--- config.mk ---
export PLATFORM = sky130hd
export DESIGN_NAME = acsr_top
export DESIGN_NICKNAME = d
export VERILOG_FILES = /design/src/hdl/acsr_pkg.sv /design/src/hdl/acsr_top.sv
export SDC_FILE = /design/constraint.sdc
export NUM_CORES = 1
export LEC_CHECK = 0
export ABC_AREA = 0
export BUFFER_PORTS_ARGS = -buffer_cell sky130_fd_sc_hd__buf_2
export CORE_MARGIN = 2
export CORE_UTILIZATION = 45
export DETAILED_ROUTE_END_ITERATION = 7
export PLACE_DENSITY_LB_ADDON = 0.3
export SLEW_MARGIN = 20
export SYNTH_ARGS = -nofsm -noshare
export SYNTH_HDL_FRONTEND = slang
export SYNTH_SLANG_ARGS = --single-unit
--- constraint.sdc ---
create_clock -name i_clk -period 2.6 [get_ports i_clk]
set_input_delay 0.39 -clock i_clk [delete_from_list [all_inputs] [get_ports i_clk]]
set_output_delay 0.39 -clock i_clk [all_outputs]
set_load 0.03 [all_outputs]
--- src/hdl/acsr_pkg.sv ---
/*
 * Constants, types and decode layout for the channel select and result
 * readout block. Assumes one 250 MHz system clock and a synchronous reset.
 */
package acsr_pkg;

	// Register select codes carried in the command byte
	localparam logic [2:0] RSEL_STATUS = 3'h0;
	localparam logic [2:0] RSEL_MODE = 3'h1;
	localparam logic [2:0] RSEL_CONFIG = 3'h2;
	localparam logic [2:0] RSEL_RESULT = 3'h3;
	localparam logic [2:0] RSEL_IDENT = 3'h4;
	localparam logic [2:0] RSEL_GPO = 3'h5;
	localparam logic [2:0] RSEL_OFFSET = 3'h6;
	localparam logic [2:0] RSEL_FULLSCALE = 3'h7;

	// Command byte field positions
	localparam int CMD_WEN_BIT = 7;
	localparam int CMD_READ_BIT = 6;
	localparam int CMD_RSEL_LSB = 3;

	// Frame lengths in serial clock periods
	localparam logic [5:0] LEN_CMD = 6'h08;
	localparam logic [5:0] LEN_BYTE = 6'h08;
	localparam logic [5:0] LEN_WORD = 6'h18;
	localparam logic [5:0] LEN_WORD_STATUS = 6'h20;

	// Values after reset
	localparam logic [23:0] RESULT_RESET = 24'h000000;
	localparam logic [3:0] CODE_RESET = 4'h0;

	// Status byte layout
	localparam int STAT_PEND_BIT = 7;

	// Input selector encoding: 0..7 are AIN1..AIN8
	localparam logic [3:0] IN_AIN1 = 4'h0;
	localparam logic [3:0] IN_AIN2 = 4'h1;
	localparam logic [3:0] IN_COMMON = 4'h8;
	localparam logic [3:0] IN_TEMP = 4'h9;

	// Channel codes for the two special selections
	localparam logic [3:0] CODE_TEMP = 4'h8;
	localparam logic [3:0] CODE_SHORT = 4'h9;
	localparam logic [2:0] CAL_SHARED = 3'h4;

	typedef enum logic [1:0] {
		ST_CMD,
		ST_READ,
		ST_WRITE
	} acsr_state_e;

	// Decoded channel selection
	typedef struct packed {
		logic valid;
		logic [3:0] pos;
		logic [3:0] neg;
		logic [3:0] code;
		logic cal_valid;
		logic [2:0] cal_pair;
	} acsr_chan_s;

	// Channel enable group from the configuration logic
	typedef struct packed {
		logic [7:0] chan;
		logic temp;
		logic short_in;
		logic single_ended;
	} acsr_enable_s;

endpackage : acsr_pkg

--- src/hdl/acsr_top.sv ---
/*
 * Channel selection decode plus result, status and identity readout over
 * the four-wire serial port. Assumes the serial clock idles high, data in
 * is taken on its rising edge and data out changes on its falling edge,
 * and that the clock is far slower than i_clk (sampled, not a domain).
 */
// Function
// Differential mode: enable bits pick four pairs, codes 0000-0111, cal pairs 0-3.
// Single-ended mode: bits pick AIN1-8 against common, bits 4-7 share pair 4.
// Temp enable gives code 1000 no pair; short gives code 1001, pair 0.
// Select code 011 reads 24-bit read-only result, reset value zero.
// Finished result read sets pending on pin and status until next result.
// Append enable adds the status byte to each result read out.
// Low four status bits hold the channel code of the appended result.
// Select code 100 reads read-only identity; writes to it do nothing.
// Appended read shifts 24 result bits then 8 status bits, 32 total.
`timescale 1ns/1ps
module acsr_top
	import acsr_pkg::*;
#(
	parameter logic [7:0] IDENT_VALUE = 8'h5a // Arbitrary identity value
) (
	// Clock and reset
	input wire logic i_clk,
	input wire logic i_sys_rst,
	// Serial port pins
	input wire logic i_sclk,
	input wire logic i_cs_n,
	input wire logic i_din,
	output logic o_dout,
	output logic o_conv_pending,
	// Configuration levels
	input wire acsr_enable_s i_enable,
	input wire logic i_append_status_enable,
	// Converter core
	input wire logic i_result_valid,
	input wire logic [23:0] i_result_data,
	// Decoded channel to the analog front end
	output acsr_chan_s o_chan
);

	// Maps the enable group to inputs, channel code and calibration pair
	function automatic acsr_chan_s chan_decode(input acsr_enable_s en);
		acsr_chan_s c;
		c = '0;
		if (|en.chan) begin
			for (int i = 7; i >= 0; i--) begin
				if (en.chan[i]) begin
					c.valid = 1'b1;
					c.code = 4'(i);
					c.cal_valid = 1'b1;
					if (en.single_ended) begin
						c.pos = 4'(i);
						c.neg = IN_COMMON;
						c.cal_pair = (i > 3) ? CAL_SHARED : 3'(i);
					end else begin
						c.pos = 4'((i % 4) * 2);
						c.neg = 4'((i % 4) * 2 + 1);
						c.cal_pair = 3'(i % 4);
					end
				end
			end
		end else if (en.temp) begin
			c.valid = 1'b1;
			c.pos = IN_TEMP;
			c.neg = IN_TEMP;
			c.code = CODE_TEMP;
		end else if (en.short_in) begin
			c.valid = 1'b1;
			c.pos = en.single_ended ? IN_COMMON : IN_AIN2;
			c.neg = en.single_ended ? IN_COMMON : IN_AIN2;
			c.code = CODE_SHORT;
			c.cal_valid = 1'b1;
			c.cal_pair = 3'h0;
		end
		return c;
	endfunction : chan_decode

	// Frame length of the data phase for each register select code
	function automatic logic [5:0] data_len(input logic [2:0] rsel, input logic append);
		logic [5:0] n;
		n = LEN_WORD;
		case (rsel)
			RSEL_STATUS, RSEL_IDENT, RSEL_GPO: n = LEN_BYTE;
			RSEL_RESULT: n = append ? LEN_WORD_STATUS : LEN_WORD;
			default: n = LEN_WORD;
		endcase
		return n;
	endfunction : data_len

	typedef struct packed {
		logic [1:0] sclk_sync;
		logic [1:0] cs_sync;
		logic [1:0] din_sync;
		logic sclk_last;
		acsr_state_e state;
		logic [5:0] bits_left;
		logic [7:0] cmd;
		logic [31:0] shift;
		logic [2:0] rsel;
		logic [23:0] result;
		logic [3:0] result_code;
		logic pending;
		logic dout;
		acsr_chan_s chan;
	} acsr_state_s;

	acsr_state_s st_r;
	acsr_state_s st_nxt;

	logic sclk_rise;
	logic sclk_fall;
	logic selected;
	logic [7:0] status_byte;
	logic [7:0] cmd_full;
	logic read_done;

	// Edges come from the second sync stage and its delayed copy only
	assign sclk_rise = st_r.sclk_sync[1] & ~st_r.sclk_last;
	assign sclk_fall = ~st_r.sclk_sync[1] & st_r.sclk_last;
	assign selected = ~st_r.cs_sync[1];
	assign status_byte = {st_r.pending, 3'h0, st_r.result_code};
	assign cmd_full = {st_r.cmd[6:0], st_r.din_sync[1]};
	assign read_done = selected && sclk_rise && st_r.state == ST_READ
		&& st_r.bits_left == 6'h01 && st_r.rsel == RSEL_RESULT;

	// Next-state logic for the whole block
	always_comb begin
		st_nxt = st_r;
		st_nxt.sclk_sync = {st_r.sclk_sync[0], i_sclk};
		st_nxt.cs_sync = {st_r.cs_sync[0], i_cs_n};
		st_nxt.din_sync = {st_r.din_sync[0], i_din};
		st_nxt.sclk_last = st_r.sclk_sync[1];
		st_nxt.chan = chan_decode(i_enable);

		if (!selected) begin
			// Deselect aborts any frame; the host restarts with a command
			st_nxt.state = ST_CMD;
			st_nxt.bits_left = LEN_CMD;
		end else begin
			case (st_r.state)
				ST_CMD: begin
					if (sclk_rise) begin
						st_nxt.cmd = cmd_full;
						st_nxt.bits_left = st_r.bits_left - 6'h01;
						if (st_r.bits_left == 6'h01) begin
							st_nxt.rsel = cmd_full[CMD_RSEL_LSB +: 3];
							st_nxt.bits_left = data_len(cmd_full[CMD_RSEL_LSB +: 3],
								i_append_status_enable);
							if (cmd_full[CMD_WEN_BIT]) begin
								// Write-enable bit high: not a command, wait again
								st_nxt.bits_left = LEN_CMD;
							end else if (cmd_full[CMD_READ_BIT]) begin
								st_nxt.state = ST_READ;
								case (cmd_full[CMD_RSEL_LSB +: 3])
									RSEL_STATUS: st_nxt.shift = {status_byte, 24'h000000};
									RSEL_RESULT: st_nxt.shift = {st_r.result, status_byte};
									RSEL_IDENT: st_nxt.shift = {IDENT_VALUE, 24'h000000};
									default: st_nxt.shift = 32'h00000000;
								endcase
							end else begin
								st_nxt.state = ST_WRITE;
							end
						end
					end
				end
				ST_READ: begin
					if (sclk_fall) begin
						st_nxt.dout = st_r.shift[31];
						st_nxt.shift = {st_r.shift[30:0], 1'b0};
					end
					if (sclk_rise) begin
						st_nxt.bits_left = st_r.bits_left - 6'h01;
						if (st_r.bits_left == 6'h01) begin
							st_nxt.state = ST_CMD;
							st_nxt.bits_left = LEN_CMD;
						end
					end
				end
				ST_WRITE: begin
					// Data is counted and dropped; identity and result ignore writes
					if (sclk_rise) begin
						st_nxt.bits_left = st_r.bits_left - 6'h01;
						if (st_r.bits_left == 6'h01) begin
							st_nxt.state = ST_CMD;
							st_nxt.bits_left = LEN_CMD;
						end
					end
				end
				default: begin
					st_nxt.state = ST_CMD;
					st_nxt.bits_left = LEN_CMD;
				end
			endcase
		end

		// Pending goes high when the result read finishes
		if (read_done) begin
			st_nxt.pending = 1'b1;
		end
		// A fresh result wins over a read ending in the same cycle
		if (i_result_valid) begin
			st_nxt.result = i_result_data;
			st_nxt.result_code = st_r.chan.code;
			st_nxt.pending = 1'b0;
		end
	end

	// State register; reset values are constants only
	always_ff @(posedge i_clk) begin
		if (i_sys_rst) begin
			st_r <= '0;
			st_r.sclk_sync <= 2'h3;
			st_r.cs_sync <= 2'h3;
			st_r.sclk_last <= 1'b1;
			st_r.state <= ST_CMD;
			st_r.bits_left <= LEN_CMD;
			st_r.result <= RESULT_RESET;
			st_r.result_code <= CODE_RESET;
			st_r.pending <= 1'b1;
		end else begin
			st_r <= st_nxt;
		end
	end

	// Outputs straight from flops
	assign o_dout = st_r.dout;
	assign o_conv_pending = st_r.pending;
	assign o_chan = st_r.chan;

endmodule : acsr_top

==> flow_summary.ini <==
[detailed_routing]
final_antenna_net_count = 0
dr.first_iter.drc_count = 158
wl_per_cell_um = 15.08
viasPerCell = 5.587
vias = 3693
drcViolationCount = 0
wirelength_mm = 9.969
first_pass_iters = 4

[sta]
finalSetupTns_ns = 0
rsz0062_at_grt = no
setup_viol = 0
tightest_slew_ns = 0.8406
fin_crit_sh = 0.9444
drv_slew = 0
min_period_ns = 2.455
relSlewSlack = 0.4396
max_freq_ghz = 0.4073
finalHoldViolCount = 0
skew_ns = 0.008508

[placed_design]
globalplace.congestion = 0.8658
hpwl_mm = 6.960
io_buffer_count = 60
place_inst = 645

[clocking]
cts_buffers = 9
cts_max_path_buffers = 2
cts_tree = done
post_cts_buffers = 0
clockRootBuffer = clkbuf_8
clk_pin_slew_ns = 0.10
cts_resized = 0
clock_insertion_delay_worst_skew_ns = 0.37
cts_htree_levels = 3
clock_sinks = 104
ctsHoldBuffers = 0

[global_route]
grt_max_degree = 36
grtUsageTotal = 0.1820
grt_pass1_wl_mm = 16.70
grt_pass1_vias = 3500
grt_overflow = 0
antenna_found_initial = 0

[flow_run]
cap_violations = 0

[worst_setup_path]
slowest_delay_ns = 0.68
crit_path_cell_trace = ha_1 > or4b_1 > nor4b_4 > buf_4 > a22oi_1 > o2bb2ai_1
worst_ep_required_time_ns = 2.90
worstSetupEndpointType = flop
criticalPathCategory = reg2reg
slowest_stage = or4b_1
arrival_ns = 2.75
worst_setup_path_start_kind = flop
rr_worst_depth = 6
cp_max_fo = 12

[finish]
antenna_cells = 0
drive_gt1_frac = 0.2229
final_nets = 567
final_cell_mix = dfxtp_1, buf_2, nor2_1, mux2i_1
area_growth_pct = 10.72
final_common_cell = dfxtp_1
instances_no_fill = 661

[hold_path]
hold_path_class = in2reg
whs_path_depth = 2

[synth]
syn_avg_cell_area_um2 = 9.738
ys_warn_count = 0
ys_seq_area_frac = 0.4427
netlist_area_um2 = 4703
synthTopCellsByArea = dfxtp_1, mux2i_1, o2bb2ai_2
synthCells = 483
yosysTopAreaCellShare = 0.4427
synth-async-reset-ratio = 0
synth-main-ff-cell = dfxtp_1
synth_seq_cells = 104
yosysTopAreaCell = dfxtp_1
synth_edf_count = 0
synth_fp_nets = 530
synthDistinctLibCells = 62

[power_and_ir_drop]
finalPower_mw = 2.898
combPwrFrac = 0.071
swShare = 0.2493
seqPwrFrac = 0.571
power.density_nw_per_um2 = 556.6
ir_drop_mv = 0.3689
intPower_mw = 2.176
p_sw_mw = 0.7226
clkPwrFrac = 0.358
leakagePower_nw = 1.921

[die]
io-pin-count = 61
row_count = 37
initial_core_util = 0.4597
die-width_um = 106.2
die_y_um = 106.2
die_area_um2 = 11290
design.core.area_um2 = 10230

[status]
status = finished, final reports clean
cells by family (layout without fill, tap and decap cells):
family          Yosys count  in the layout  synth area share
simple gates            143            143            0.1625
compound gates          136            136            0.2346
flops                   104            104            0.4427
buf+inv                  57             99           0.06598
mux                      38             38           0.08087
fa+ha+maj                 5              5           0.01330
state kept, by name, summed over array words and instances (netlist names):
register,flops
st_r,73
o_chan,17
cmd_full,8
st_nxt,4
o_conv_pending,1
o_dout,1
per-stage QoR:
stage / hold slack [ns] / utilization / worst slack [ns] / cell area [µm²]
after floorplan: 0.3832 / - / 0.4997 / 4703
after global placement: 0.3894 / 0.4891 / 0.3222 / 5004
after detailed placement: 0.3886 / 0.4891 / 0.2045 / 5004
after CTS: 0.1661 / 0.5090 / 0.1542 / 5207
after global routing: 0.1655 / 0.5090 / 0.005633 / 5207
final: 0.1851 / 0.5090 / 0.1447 / 5207
cell type report:
type / count / area (µm²)
inverters: 11 / 41.29
fillers: 954 / 5024
repair buffers: 72 / 390.4
well taps: 136 / 170.2
clock inverters: 6 / 76.32
flip-flops and latches: 104 / 2082
clock buffers: 10 / 127.6
multi-input cells: 322 / 2320
worst max-delay path: cells and delay by family, from the launching register on:
kind,cells,cell delay (ns)
AOI/OAI and AO/OA,2,0.27
adders and majority gates,1,0.23
buffers and inverters,1,0.27
DFF,1,0.42
and+or+nand+nor,2,1.18
layer usage:
metal | up-vias | GRT usage | wire [µm]
met1 | 1775 | 0.2417 | 4727
met4 | 0 | 0.06203 | 126
met3 | 10 | 0.03985 | 480
met5 | - | 0 | 0
li1 | 1815 | - | -
met2 | 93 | 0.2930 | 4635
power by group through the flow:
stage               logic [mW]  registers (mW)  clock network [mW]
global route             0.228            1.66                1.14
finish                   0.206            1.65                1.04
global placement         0.202            1.69                   0
CTS                      0.207            1.65                1.07
detailed placement       0.207            1.69                   0
floorplan                0.147            1.68                   0
path summary, 6_finish.rpt:
path,from,to,slack (ns)
hold / removal,i_cs_n,st_nxt[102]$_SDFF_PP1_,0.19
setup / recovery,st_r[90]$_SDFFE_PP0P_,st_r[61]$_SDFFE_PP0P_,0.14
setup reg to reg,st_r[90]$_SDFFE_PP0P_,st_r[61]$_SDFFE_PP0P_,0.14
hold reg to reg,st_nxt[104]$_SDFF_PP1_,st_nxt[98]$_SDFF_PP1_,0.41
synthesized netlist by cell type (all sizes together), types with 6 or more instances:
master,instances
nor2,56
nand3b,7
nand2,16
a21oi,26
a22oi,26
clkbuf,21
o21ai,20
nor3,9
dfxtp,104
o2bb2ai,25
or3,6
nand2b,12
or2,8
mux2i,38
o31ai,6
nor2b,8
inv,11
buf,25
(Power assumes the default switching activity.)
